<file path="src/verilog/cip_pkg.sv">
// Purpose: Shared constants and helpers of the interrupt priority front end.
// Assumes: 32-bit AXI4-Lite register words at byte offsets below.
// Notes: Flag positions 0 (reset), 1 (nonmaskable), 4 to 15 (maskable).
`default_nettype none

package cip_pkg;

  // ---------------------------------------------------------------
  // Register map
  // ---------------------------------------------------------------
  localparam logic [7:0] OFF_CTRL = 8'h00;
  localparam logic [7:0] OFF_ENABLE = 8'h04;
  localparam logic [7:0] OFF_FLAGS = 8'h08;
  localparam logic [7:0] OFF_SET = 8'h0C;
  localparam logic [7:0] OFF_CLEAR = 8'h10;
  localparam logic [7:0] OFF_RET = 8'h14;
  localparam logic [7:0] OFF_NMI_RET = 8'h18;
  localparam logic [7:0] OFF_TABLE = 8'h1C;

  // ---------------------------------------------------------------
  // Field positions and codes
  // ---------------------------------------------------------------
  localparam int CTRL_GIE = 0;
  localparam int CTRL_PREVIOUS_GLOBAL_ENABLE_BIT = 1;
  localparam int CTRL_SHORT = 2;
  localparam int EN_NONMASKABLE_ENABLE_BIT = 1;
  localparam int LINE_LO = 4;
  localparam int LINE_HI = 15;
  localparam int LINE_COUNT = 12;
  localparam int FLAG_W = 16;
  localparam int SYNC_W = 14;
  localparam int SYNC_RST = 13;
  localparam int SYNC_NMI = 12;
  localparam int BASE_LSB = 10;
  localparam int BASE_W = 22;
  localparam logic [3:0] NUM_RESET = 4'h0;
  localparam logic [3:0] NUM_NMI = 4'h1;
  localparam logic [4:0] SLOT_PAD = 5'h00;
  localparam logic [3:0] RESET_HOLD_CYCLES = 4'hA;
  localparam logic [1:0] RESP_OKAY = 2'h0;
  localparam logic [1:0] RESP_SLVERR = 2'h2;
  localparam logic [31:0] RESET_VECTOR_DEFAULT = 32'h0000_0000;

  // Service packets are 20h bytes apart, so the slot number sits at bit 5.
  function automatic logic [31:0] cip_vector(input logic [BASE_W-1:0] base,
                                             input logic [3:0] num);
    cip_vector = {base, 1'b0, num, SLOT_PAD};
  endfunction

  function automatic logic [31:0] cip_merge(input logic [31:0] old_v,
                                            input logic [31:0] new_v,
                                            input logic [3:0] strb);
    logic [31:0] m;
    m = {{8{strb[3]}}, {8{strb[2]}}, {8{strb[1]}}, {8{strb[0]}}};
    cip_merge = (old_v & ~m) | (new_v & m);
  endfunction

endpackage : cip_pkg

`default_nettype wire
</file>
<file path="src/verilog/cip_edge_sync.sv">
// Purpose: Two-stage synchroniser with rising-edge detection per bit.
// Assumes: Inputs may change at any time relative to clk_in.
// Notes: The first stage feeds only the second stage.
`timescale 1ns/1ps
`default_nettype none

module cip_edge_sync
  import cip_pkg::*;
#(
  parameter int W = SYNC_W
) (
  input wire logic clk_in,
  input wire logic nrst_in,
  input wire logic [W-1:0] async_in,
  output logic [W-1:0] level_out,
  output logic [W-1:0] rise_out
);

  logic [W-1:0] meta;
  logic [W-1:0] stable;
  logic [W-1:0] prev;

  always_ff @(posedge clk_in or negedge nrst_in) begin
    if (!nrst_in) begin
      meta <= '0;
      stable <= '0;
      prev <= '0;
    end else begin
      meta <= async_in;
      stable <= meta;
      prev <= stable;
    end
  end

  assign level_out = stable;
  assign rise_out = stable & ~prev;

endmodule // cip_edge_sync

`default_nettype wire

</file>
<file path="src/verilog/cip_intc_core.sv">
// Purpose: Interrupt priority front end of a processor core.
// Assumes: AXI4-Lite slave for control registers, one clock.
// Notes: The core reports branch delay slots and its resume address.
//
// Implementation choices: the register offsets and register access over AXI4-Lite.
`timescale 1ns/1ps
`default_nettype none

module cip_intc_core
  import cip_pkg::*;
#(
  parameter logic [31:0] RESET_VECTOR = RESET_VECTOR_DEFAULT
) (
  input wire logic clk_in,
  input wire logic nrst_in,
  input wire logic reset_req_n_in,
  input wire logic nmi_in,
  input wire logic [LINE_COUNT-1:0] maskable_request_lines_in,
  input wire logic branch_delay_in,
  input wire logic [31:0] return_addr_in,
  input wire logic irp_return_in,
  input wire logic nrp_return_in,
  input wire logic [7:0] s_axi_awaddr,
  input wire logic s_axi_awvalid,
  output logic s_axi_awready,
  input wire logic [31:0] s_axi_wdata,
  input wire logic [3:0] s_axi_wstrb,
  input wire logic s_axi_wvalid,
  output logic s_axi_wready,
  output logic [1:0] s_axi_bresp,
  output logic s_axi_bvalid,
  input wire logic s_axi_bready,
  input wire logic [7:0] s_axi_araddr,
  input wire logic s_axi_arvalid,
  output logic s_axi_arready,
  output logic [31:0] s_axi_rdata,
  output logic [1:0] s_axi_rresp,
  output logic s_axi_rvalid,
  input wire logic s_axi_rready,
  output logic interrupt_acknowledge_out,
  output logic [3:0] serviced_number_out,
  output logic fetch_redirect_out,
  output logic [31:0] fetch_addr_out,
  output logic abort_out
);

  // ---------------------------------------------------------------
  // Input synchronisation
  // ---------------------------------------------------------------
  logic [SYNC_W-1:0] sync_level;
  logic [SYNC_W-1:0] sync_rise;
  logic rst_active;
  logic in_reset;
  logic rst_release;

  // The reset request is inverted so that one edge detector serves all.
  cip_edge_sync #(
    .W(SYNC_W)
  ) u_sync (
    .clk_in(clk_in),
    .nrst_in(nrst_in),
    .async_in({~reset_req_n_in, nmi_in, maskable_request_lines_in}),
    .level_out(sync_level),
    .rise_out(sync_rise)
  );

  assign rst_active = sync_level[SYNC_RST];
  assign rst_release = in_reset & ~rst_active;

  // ---------------------------------------------------------------
  // Control state
  // ---------------------------------------------------------------
  logic global_enable_bit;
  logic previous_global_enable_bit;
  logic nonmaskable_enable_bit;
  logic [LINE_HI:LINE_LO] line_enable_bit;
  logic [FLAG_W-1:0] pending_flag_register;
  logic [31:0] maskable_return_pointer;
  logic [31:0] nmi_return_pointer;
  logic [BASE_W-1:0] vector_table_base_field;
  logic reset_short;
  logic [3:0] hold_cnt;

  // ---------------------------------------------------------------
  // Bus write path
  // ---------------------------------------------------------------
  logic aw_held;
  logic w_held;
  logic [7:0] wr_addr;
  logic [31:0] wr_data;
  logic [3:0] wr_strb;
  logic wr_fire;
  logic wr_mapped;
  logic [31:0] rd_val;
  logic rd_mapped;

  assign s_axi_awready = ~aw_held & ~s_axi_bvalid;
  assign s_axi_wready = ~w_held & ~s_axi_bvalid;
  assign wr_fire = aw_held & w_held & ~s_axi_bvalid;
  assign wr_mapped = (wr_addr <= OFF_TABLE) && (wr_addr[1:0] == 2'h0);

  always_ff @(posedge clk_in or negedge nrst_in) begin
    if (!nrst_in) begin
      aw_held <= 1'b0;
      wr_addr <= 8'h00;
    end else if (s_axi_awvalid && s_axi_awready) begin
      aw_held <= 1'b1;
      wr_addr <= s_axi_awaddr;
    end else if (wr_fire) begin
      aw_held <= 1'b0;
    end
  end

  always_ff @(posedge clk_in or negedge nrst_in) begin
    if (!nrst_in) begin
      w_held <= 1'b0;
      wr_data <= 32'h0000_0000;
      wr_strb <= 4'h0;
    end else if (s_axi_wvalid && s_axi_wready) begin
      w_held <= 1'b1;
      wr_data <= s_axi_wdata;
      wr_strb <= s_axi_wstrb;
    end else if (wr_fire) begin
      w_held <= 1'b0;
    end
  end

  always_ff @(posedge clk_in or negedge nrst_in) begin
    if (!nrst_in) begin
      s_axi_bvalid <= 1'b0;
      s_axi_bresp <= RESP_OKAY;
    end else if (wr_fire) begin
      s_axi_bvalid <= 1'b1;
      s_axi_bresp <= wr_mapped ? RESP_OKAY : RESP_SLVERR;
    end else if (s_axi_bready) begin
      s_axi_bvalid <= 1'b0;
    end
  end

  function automatic logic wr_hit(input logic [7:0] off);
    wr_hit = wr_fire && (wr_addr == off);
  endfunction

  // ---------------------------------------------------------------
  // Register views
  // ---------------------------------------------------------------
  logic [31:0] ctrl_view;
  logic [31:0] enable_view;
  logic [31:0] ctrl_new;
  logic [31:0] enable_new;
  logic [31:0] ret_new;
  logic [31:0] nmi_ret_new;
  logic [31:0] table_new;
  logic pick_valid;
  logic [3:0] pick_num;
  logic [FLAG_W-1:0] cand;

  always_comb begin
    ctrl_view = 32'h0000_0000;
    ctrl_view[CTRL_GIE] = global_enable_bit;
    ctrl_view[CTRL_PREVIOUS_GLOBAL_ENABLE_BIT] = previous_global_enable_bit;
    ctrl_view[CTRL_SHORT] = reset_short;
    enable_view = 32'h0000_0000;
    enable_view[NUM_RESET] = 1'b1;
    enable_view[EN_NONMASKABLE_ENABLE_BIT] = nonmaskable_enable_bit;
    enable_view[LINE_HI:LINE_LO] = line_enable_bit;
  end

  assign ctrl_new = cip_merge(ctrl_view, wr_data, wr_strb);
  assign enable_new = cip_merge(enable_view, wr_data, wr_strb);
  assign ret_new = cip_merge(maskable_return_pointer, wr_data, wr_strb);
  assign nmi_ret_new = cip_merge(nmi_return_pointer, wr_data, wr_strb);
  assign table_new = cip_merge({vector_table_base_field, 10'h000},
                               wr_data, wr_strb);

  // ---------------------------------------------------------------
  // Priority and take decision
  // ---------------------------------------------------------------
  logic take;
  logic take_nmi;
  logic take_mask;

  always_comb begin
    cand = '0;
    cand[NUM_NMI] = pending_flag_register[NUM_NMI] & nonmaskable_enable_bit;
    for (int k = LINE_LO; k <= LINE_HI; k++) begin
      cand[k] = pending_flag_register[k] & line_enable_bit[k] & global_enable_bit
                & nonmaskable_enable_bit;
    end
  end

  cip_pick u_pick (
    .cand_in(cand),
    .valid_out(pick_valid),
    .num_out(pick_num)
  );

  // Reset owns the core while held and in the cycle of its release.
  assign take = pick_valid & ~branch_delay_in & ~rst_active
                & ~in_reset;
  assign take_nmi = take & (pick_num == NUM_NMI);
  assign take_mask = take & (pick_num != NUM_NMI);

  // ---------------------------------------------------------------
  // Pending flags
  // ---------------------------------------------------------------
  logic [FLAG_W-1:0] next_flags;
  logic [FLAG_W-1:0] flag_set;

  always_comb begin
    flag_set = '0;
    flag_set[NUM_NMI] = sync_rise[SYNC_NMI];
    flag_set[LINE_HI:LINE_LO] = sync_rise[LINE_COUNT-1:0];
    if (wr_hit(OFF_SET)) begin
      flag_set[LINE_HI:LINE_LO] = flag_set[LINE_HI:LINE_LO]
                                  | wr_data[LINE_HI:LINE_LO];
    end
    next_flags = pending_flag_register;
    if (wr_hit(OFF_CLEAR)) begin
      next_flags[LINE_HI:LINE_LO] = next_flags[LINE_HI:LINE_LO]
                                    & ~wr_data[LINE_HI:LINE_LO];
    end
    if (take) begin
      next_flags[pick_num] = 1'b0;
    end
    // A new event in the clearing cycle survives.
    next_flags = next_flags | flag_set;
  end

  always_ff @(posedge clk_in or negedge nrst_in) begin
    if (!nrst_in) begin
      pending_flag_register <= '0;
    end else if (rst_active) begin
      pending_flag_register <= '0;
    end else begin
      pending_flag_register <= next_flags;
    end
  end

  // ---------------------------------------------------------------
  // Global, nonmaskable and line enables
  // ---------------------------------------------------------------
  always_ff @(posedge clk_in or negedge nrst_in) begin
    if (!nrst_in) begin
      global_enable_bit <= 1'b0;
      previous_global_enable_bit <= 1'b0;
    end else if (rst_active) begin
      global_enable_bit <= 1'b0;
      previous_global_enable_bit <= 1'b0;
    end else if (take_mask) begin
      previous_global_enable_bit <= global_enable_bit;
      global_enable_bit <= 1'b0;
    end else if (irp_return_in) begin
      global_enable_bit <= previous_global_enable_bit;
    end else if (wr_hit(OFF_CTRL)) begin
      global_enable_bit <= ctrl_new[CTRL_GIE];
      previous_global_enable_bit <= ctrl_new[CTRL_PREVIOUS_GLOBAL_ENABLE_BIT];
    end
  end

  // The nonmaskable clear on take wins over a software set in that cycle,
  // so a second nonmaskable event can never slip in.
  always_ff @(posedge clk_in or negedge nrst_in) begin
    if (!nrst_in) begin
      nonmaskable_enable_bit <= 1'b0;
    end else if (rst_active) begin
      nonmaskable_enable_bit <= 1'b0;
    end else if (take_nmi) begin
      nonmaskable_enable_bit <= 1'b0;
    end else if (nrp_return_in) begin
      nonmaskable_enable_bit <= 1'b1;
    end else if (wr_hit(OFF_ENABLE) && enable_new[EN_NONMASKABLE_ENABLE_BIT]) begin
      nonmaskable_enable_bit <= 1'b1;
    end
  end

  always_ff @(posedge clk_in or negedge nrst_in) begin
    if (!nrst_in) begin
      line_enable_bit <= '0;
    end else if (rst_active) begin
      line_enable_bit <= '0;
    end else if (wr_hit(OFF_ENABLE)) begin
      line_enable_bit <= enable_new[LINE_HI:LINE_LO];
    end
  end

  // ---------------------------------------------------------------
  // Return pointers and table base
  // ---------------------------------------------------------------
  always_ff @(posedge clk_in or negedge nrst_in) begin
    if (!nrst_in) begin
      maskable_return_pointer <= 32'h0000_0000;
    end else if (rst_active) begin
      maskable_return_pointer <= 32'h0000_0000;
    end else if (take_mask) begin
      maskable_return_pointer <= return_addr_in;
    end else if (wr_hit(OFF_RET)) begin
      maskable_return_pointer <= ret_new;
    end
  end

  always_ff @(posedge clk_in or negedge nrst_in) begin
    if (!nrst_in) begin
      nmi_return_pointer <= 32'h0000_0000;
    end else if (rst_active) begin
      nmi_return_pointer <= 32'h0000_0000;
    end else if (take_nmi) begin
      nmi_return_pointer <= return_addr_in;
    end else if (wr_hit(OFF_NMI_RET)) begin
      nmi_return_pointer <= nmi_ret_new;
    end
  end

  always_ff @(posedge clk_in or negedge nrst_in) begin
    if (!nrst_in) begin
      vector_table_base_field <= '0;
    end else if (rst_active) begin
      vector_table_base_field <= '0;
    end else if (wr_hit(OFF_TABLE)) begin
      vector_table_base_field <= table_new[31:BASE_LSB];
    end
  end

  // ---------------------------------------------------------------
  // Reset request tracking
  // ---------------------------------------------------------------
  // A short reset is still honoured; the flag only tells software.
  always_ff @(posedge clk_in or negedge nrst_in) begin
    if (!nrst_in) begin
      in_reset <= 1'b0;
      hold_cnt <= 4'h0;
      reset_short <= 1'b0;
    end else begin
      in_reset <= rst_active;
      if (rst_active) begin
        if (hold_cnt != RESET_HOLD_CYCLES) begin
          hold_cnt <= hold_cnt + 4'h1;
        end
      end else begin
        hold_cnt <= 4'h0;
      end
      if (rst_release) begin
        reset_short <= (hold_cnt < RESET_HOLD_CYCLES);
      end
    end
  end

  // ---------------------------------------------------------------
  // Processing outputs
  // ---------------------------------------------------------------
  always_ff @(posedge clk_in or negedge nrst_in) begin
    if (!nrst_in) begin
      abort_out <= 1'b0;
    end else begin
      abort_out <= rst_active;
    end
  end

  always_ff @(posedge clk_in or negedge nrst_in) begin
    if (!nrst_in) begin
      interrupt_acknowledge_out <= 1'b0;
      fetch_redirect_out <= 1'b0;
      serviced_number_out <= NUM_RESET;
      fetch_addr_out <= 32'h0000_0000;
    end else begin
      interrupt_acknowledge_out <= 1'b0;
      fetch_redirect_out <= 1'b0;
      if (rst_release) begin
        interrupt_acknowledge_out <= 1'b1;
        fetch_redirect_out <= 1'b1;
        serviced_number_out <= NUM_RESET;
        fetch_addr_out <= RESET_VECTOR;
      end else if (take) begin
        interrupt_acknowledge_out <= 1'b1;
        fetch_redirect_out <= 1'b1;
        serviced_number_out <= pick_num;
        fetch_addr_out <= cip_vector(vector_table_base_field,
                                     pick_num);
      end
    end
  end

  // ---------------------------------------------------------------
  // Bus read path
  // ---------------------------------------------------------------
  always_comb begin
    rd_val = 32'h0000_0000;
    rd_mapped = 1'b1;
    unique case (s_axi_araddr)
      OFF_CTRL: rd_val = ctrl_view;
      OFF_ENABLE: rd_val = enable_view;
      OFF_FLAGS: rd_val = {16'h0000, pending_flag_register};
      OFF_SET: rd_val = 32'h0000_0000;
      OFF_CLEAR: rd_val = 32'h0000_0000;
      OFF_RET: rd_val = maskable_return_pointer;
      OFF_NMI_RET: rd_val = nmi_return_pointer;
      OFF_TABLE: rd_val = pick_valid
        ? cip_vector(vector_table_base_field, pick_num)
        : {vector_table_base_field, 10'h000};
      default: rd_mapped = 1'b0;
    endcase
  end

  assign s_axi_arready = ~s_axi_rvalid;

  always_ff @(posedge clk_in or negedge nrst_in) begin
    if (!nrst_in) begin
      s_axi_rvalid <= 1'b0;
      s_axi_rdata <= 32'h0000_0000;
      s_axi_rresp <= RESP_OKAY;
    end else if (s_axi_arvalid && s_axi_arready) begin
      s_axi_rvalid <= 1'b1;
      s_axi_rdata <= rd_val;
      s_axi_rresp <= rd_mapped ? RESP_OKAY : RESP_SLVERR;
    end else if (s_axi_rready) begin
      s_axi_rvalid <= 1'b0;
    end
  end

endmodule // cip_intc_core

`default_nettype wire

</file>
<file path="src/verilog/cip_pick.sv">
// Purpose: Fixed-priority picker, lowest flag position wins.
// Assumes: Candidate bits are already qualified by their enables.
// Notes: Purely combinational.
`timescale 1ns/1ps
`default_nettype none

module cip_pick
  import cip_pkg::*;
(
  input wire logic [FLAG_W-1:0] cand_in,
  output logic valid_out,
  output logic [3:0] num_out
);

  always_comb begin
    valid_out = 1'b0;
    num_out = NUM_RESET;
    for (int i = FLAG_W - 1; i >= 0; i--) begin
      if (cand_in[i]) begin
        valid_out = 1'b1;
        num_out = 4'(i);
      end
    end
  end

endmodule // cip_pick

`default_nettype wire

</file>
<file path="config.mk">
export PLATFORM = sky130hd
export DESIGN_NAME = cip_intc_core
export DESIGN_NICKNAME = d
export VERILOG_FILES = /design/src/verilog/cip_pkg.sv /design/src/verilog/cip_edge_sync.sv /design/src/verilog/cip_intc_core.sv /design/src/verilog/cip_pick.sv
export SDC_FILE = /design/constraint.sdc
export NUM_CORES = 1
export LEC_CHECK = 0
export ABC_AREA = 1
export BUFFER_PORTS_ARGS = -buffer_cell sky130_fd_sc_hd__buf_2
export CORE_AREA = 3 3 175 177
export DETAILED_ROUTE_END_ITERATION = 7
export DIE_AREA = 0 0 178 180
export GPL_TIMING_DRIVEN = 0
export HOLD_SLACK_MARGIN = 0.06
export SLEW_MARGIN = 0
export SYNTH_ARGS = -nofsm -noshare
export SYNTH_HDL_FRONTEND = slang
export SYNTH_SLANG_ARGS = --single-unit
</file>
<file path="constraint.sdc">
create_clock -name clk_in -period 2.1 [get_ports clk_in]
set_input_delay 0.105 -clock clk_in [delete_from_list [all_inputs] [get_ports clk_in]]
set_output_delay 0.105 -clock clk_in [all_outputs]
set_load 0.05 [all_outputs]
</file>
==> results list <==
- Highest routed layer: met5
* Cells after synthesis: 1,475
- Die width: 178 um
- Combined area of all synthesized cells: 12,700 um^2
- For this design the ratio of total power to cell area is 1010 nW/um^2.
- Combinational cells account for 29.8% of the total power.
- Share of the synthesized area in the top cell type: 53.7%
- Routability-driven placement finished with a final weighted congestion of around 0.94.
- Number of buffer cells added on primary ports: 179
- Final worst setup slack: -0.0503 ns
- Initial Util: between 40 and 50%
- Die boundary height: ~180 um
- Crit path time final: 2.15 ns
* Worst setup slack for register-to-register paths: -0.05 ns
- For the pin with the worst max-slew slack, the measured transition is about 0.78 ns.
* Count of max-cap constraint violations: 0
- In this run the remaining antenna-violating nets after routing total 0.
- The number of global-route vias before repair is 11,700.
* Average wire per standard cell: just under 20 um
- Area inside the core boundary: 29,400 um^2
- Global routing consumed, over all layers together, between 20% and 30% of the routing resources.
- The number of max-slew violations in the final report was 0.
- Maximum achievable frequency: 465 MHz
- In this run the worst setup path begins at global_enable_bit.
* Worst reg2reg path startpoint: global_enable_bit
- The number of hold violations in the final report came to 0.
- Maximum buffer depth of the clock tree: 3
- After global routing the overflow that remains totals 0.
- In the detailed route, the total length drawn on met2 is 20.8 mm.
- Unique cell type count in the Yosys netlist: 38
- The tree is rooted in a sky130_fd_sc_hd__clkbuf_16.
* Cell types occupying the most area after synthesis: sky130_fd_sc_hd__dfrtp_1, sky130_fd_sc_hd__o21ai_0, sky130_fd_sc_hd__nand2_1
- The number of antenna diodes in the final layout is 0.
- Total power after layout: 17.3 mW
* Layout overhead on the synthesized area: 35.5%
- Ratio of cells with drive above 1 in the final layout: 26.0%
* Crit Path Class: flip-flop to flip-flop
- The run finished, with violations left.
- Kind of launch point of the worst setup path: flip-flop
* Vias per inst: 5.34
- Number of synthesis warnings: 0
- Layout Nets: around 1,900
- Clock latency on the worst-skew pair, taken at its later pin, is roughly 0.56 ns.
* Post-Layout Cell Count: around 2,200
- Htree depth: 1
- Switch share: 35.2%
* Total length of routed met3 wires: roughly 2.2 mm
- TritonCTS built the clock tree.
- Share of synthesized registers carrying an async set or reset: 100%
- The number of placed instances, taps included, is 2,053.
- Summing the sequential cell areas from Yosys gives 53.7% of the chip area.
* Period utilization: 102%
- After synthesis, the mean cell area works out to 8.63 um^2.
- Setup violations remaining at the end of the flow were counted as 22.
* Post-route DRC: 0
- The routed layout has 11,900 vias.
- Logic depth of the worst register-to-register path: 15
* CTS sink count: about 270
* Library cell with the largest summed area after synthesis: sky130_fd_sc_hd__dfrtp_1
- Max-slew headroom: 47.2%
- Violation count after the first detailed-routing iteration: between 900 and 1,000
- DRT Pass-1 Iters: 5
- For this design the static power due to leakage is 8.15 nW.
* Worst-case clock skew: 0.0111 ns
- Setup repair after global routing missed its margin: yes
- For the worst setup path, the data required time is between 2 and 3 ns.
- P_int: ~11 mW
* Crit Path Max Fanout: 7
* Total routed wire length on the met1 layer: 18.7 mm
- Registers are responsible for slightly below 40% of the overall power.
- Maximum number of pins on one net before global-route repair: 119
* I/O pin cnt: 188
- Crit path DAT: 2.64 ns
- In this run, synthesis inferred 0 flip-flops with an integrated enable.
- Max IR drop VDD: 590 uV
- In this run the worst hold path is classified as input pin to asynchronous set/reset pin.
- The worst setup path is captured at a flip-flop.
- Number of buffers created by CTS: 31
- Number of rows created at floorplan: 63
- Net switching power: 6.10 mW
* Violations in the final reports: negative setup slack
- Final routed wirelength across all metal layers: 42.9 mm
* Most instantiated flip-flop cell in the synthesis netlist: sky130_fd_sc_hd__dfrtp_1
* HPWL after detailed placement: 29.3 mm
- In this run the critical register-to-register path is captured at maskable_return_pointer[17].
* Most frequent cell after synthesis: sky130_fd_sc_hd__dfrtp_1
- Clk network pwr share: 30.8%
- The initial antenna violation count is 1.
- First-pass GRT wire length: 65.4 mm
- Flip-flop and latch count after synthesis: 273
- The floorplan step defined a die boundary enclosing about 32,000 um^2.
* Synth cell count leaders: sky130_fd_sc_hd__dfrtp_1, sky130_fd_sc_hd__nand2_1, sky130_fd_sc_hd__o21ai_0
- Clock-pin slew of the registers on the worst-case setup and hold paths: 0.06 ns
-- placed cells by master (no fill, tap or decap), types with 6 or more instances in the layout --
cell type,instances
sky130_fd_sc_hd__clkbuf_2,9
sky130_fd_sc_hd__o21ai_1,91
sky130_fd_sc_hd__a211oi_1,6
sky130_fd_sc_hd__clkinv_2,9
sky130_fd_sc_hd__clkbuf_16,35
sky130_fd_sc_hd__a21oi_1,60
sky130_fd_sc_hd__dfrtp_1,272
sky130_fd_sc_hd__buf_12,6
sky130_fd_sc_hd__inv_1,209
sky130_fd_sc_hd__o21ai_0,168
sky130_fd_sc_hd__a221oi_1,7
sky130_fd_sc_hd__nor2_1,31
sky130_fd_sc_hd__buf_8,6
sky130_fd_sc_hd__buf_4,25
sky130_fd_sc_hd__dlygate4sd3_1,102
sky130_fd_sc_hd__nand3_1,100
sky130_fd_sc_hd__nand2_1,186
sky130_fd_sc_hd__nand3_4,7
sky130_fd_sc_hd__nor2_2,6
sky130_fd_sc_hd__mux2_2,32
sky130_fd_sc_hd__clkbuf_1,37
sky130_fd_sc_hd__nand3_2,23
sky130_fd_sc_hd__conb_1,8
sky130_fd_sc_hd__nor2_4,8
sky130_fd_sc_hd__nand2_4,14
sky130_fd_sc_hd__o22ai_1,53
sky130_fd_sc_hd__buf_6,16
sky130_fd_sc_hd__nand4_1,9
sky130_fd_sc_hd__buf_2,184
sky130_fd_sc_hd__nand2_2,24
sky130_fd_sc_hd__o21ai_2,34
-- critical path: stages (launching register included) --
cell and delay (ns):
sky130_fd_sc_hd__dfrtp_1 0.40, sky130_fd_sc_hd__nand2_4 0.14, sky130_fd_sc_hd__inv_8 0.11, sky130_fd_sc_hd__nand3_4 0.07, sky130_fd_sc_hd__nand2_2 0.09, sky130_fd_sc_hd__inv_2 0.05
sky130_fd_sc_hd__nand2_4 0.07, sky130_fd_sc_hd__nor2_4 0.05, sky130_fd_sc_hd__a21oi_4 0.23, sky130_fd_sc_hd__nand2_4 0.11, sky130_fd_sc_hd__nand2_4 0.09, sky130_fd_sc_hd__inv_6 0.06
sky130_fd_sc_hd__o21ai_4 0.19, sky130_fd_sc_hd__buf_6 0.22, sky130_fd_sc_hd__nand3_1 0.08, sky130_fd_sc_hd__o21ai_1 0.10
-- kinds of logic after synthesis --
family / after synthesis / share of synthesized area, %
compound gates: 435 / 18.3
simple gates: 421 / 14.4
buf+inv: 310 / 10.4
flops: 273 / 53.7
mux: 32 / 2.83
fa+ha+maj: 2 / 0.197
other cells: 1 / 0.0295
xor+xnor: 1 / 0.0688
-- state kept, by name, summed over array words and instances (netlist names), 4 cells and up --
signal and flops:
wr_addr 8, maskable_return_pointer 32, fetch_addr_out 23, u_sync.meta 14, hold_cnt 4, u_sync.level_out 14, u_sync.prev 13, line_enable_bit 12
pending_flag_register 16, nmi_return_pointer 32, wr_strb 4, vector_table_base_field 22, wr_data 32, s_axi_rdata 32
-- worst max-delay path by stage --
stage,slack [ns],endpoint,depth (start not counted)
after floorplan,0.08,wr_data[11],4
after global placement,-4.29,u_sync.meta[13],1
after detailed placement,-0.48,nmi_return_pointer[20],11
after CTS,0.0001,maskable_return_pointer[6],13
after global routing,-0.16,maskable_return_pointer[17],13
final,-0.05,maskable_return_pointer[17],15
-- area by class of cell --
| cell class | count | area (um^2) |
|---|---|---|
| Fill cell | 2669 | 12200 |
| Sequential cell | 273 | 6830 |
| Multi-Input combinational cell | 900 | 5190 |
| Timing Repair Buffer | 301 | 2220 |
| Clock buffer | 40 | 840 |
| Inverter | 217 | 830 |
| Buffer | 93 | 672 |
| Tap cell | 390 | 488 |
| Clock inverter | 18 | 160 |
| Timing Repair inverter | 1 | 6.26 |
-- what timing repair did --
item | in CTS | in global routing
endpoints found under the setup margin | 173 | 154
pin swaps | 3 | 18
cloned | 3 | 6
endpoints found under the hold margin | 403 | 0
hold buffers | 103 | 0
buffers inserted | 7 | 3
resized for setup | 63 | 212
-- metrics by stage --
step	setup TNS (ns)	util, %	setup slack [ns]	instance area, um^2	hold slack, ns
after global routing	-9.27	58.6	-0.165	17200	0.135
after global placement	-1199.73	48.1	-4.29	14100	0.212
after floorplan	0	-	0.0812	12800	-0.191
after detailed placement	-42.45	48.3	-0.483	14200	0.0219
final	-0.380	58.6	-0.0503	17200	0.110
after CTS	0	56.1	0.000131	16500	0.0623
-- power by group through the flow --
| stage | clock network, mW | registers, mW | logic, mW |
|---|---|---|---|
| final | 5.33 | 6.84 | 5.17 |
| after global routing | 5.60 | 6.94 | 5.78 |
| after CTS | 5.38 | 6.80 | 4.54 |
| after detailed placement | 0 | 6.88 | 4.22 |
| after global placement | 0 | 6.86 | 4.12 |
| after floorplan | 0 | 6.74 | 2.99 |
-- metal layers --
metal | up-vias | global-route usage [%]
met5 | - | 0
met4 | 2 | 7.70
met3 | 72 | 2.89
met2 | 406 | 43.0
met1 | 5833 | 36.1
li1 | 5607 | -
Power figures use the tool's default switching activity.
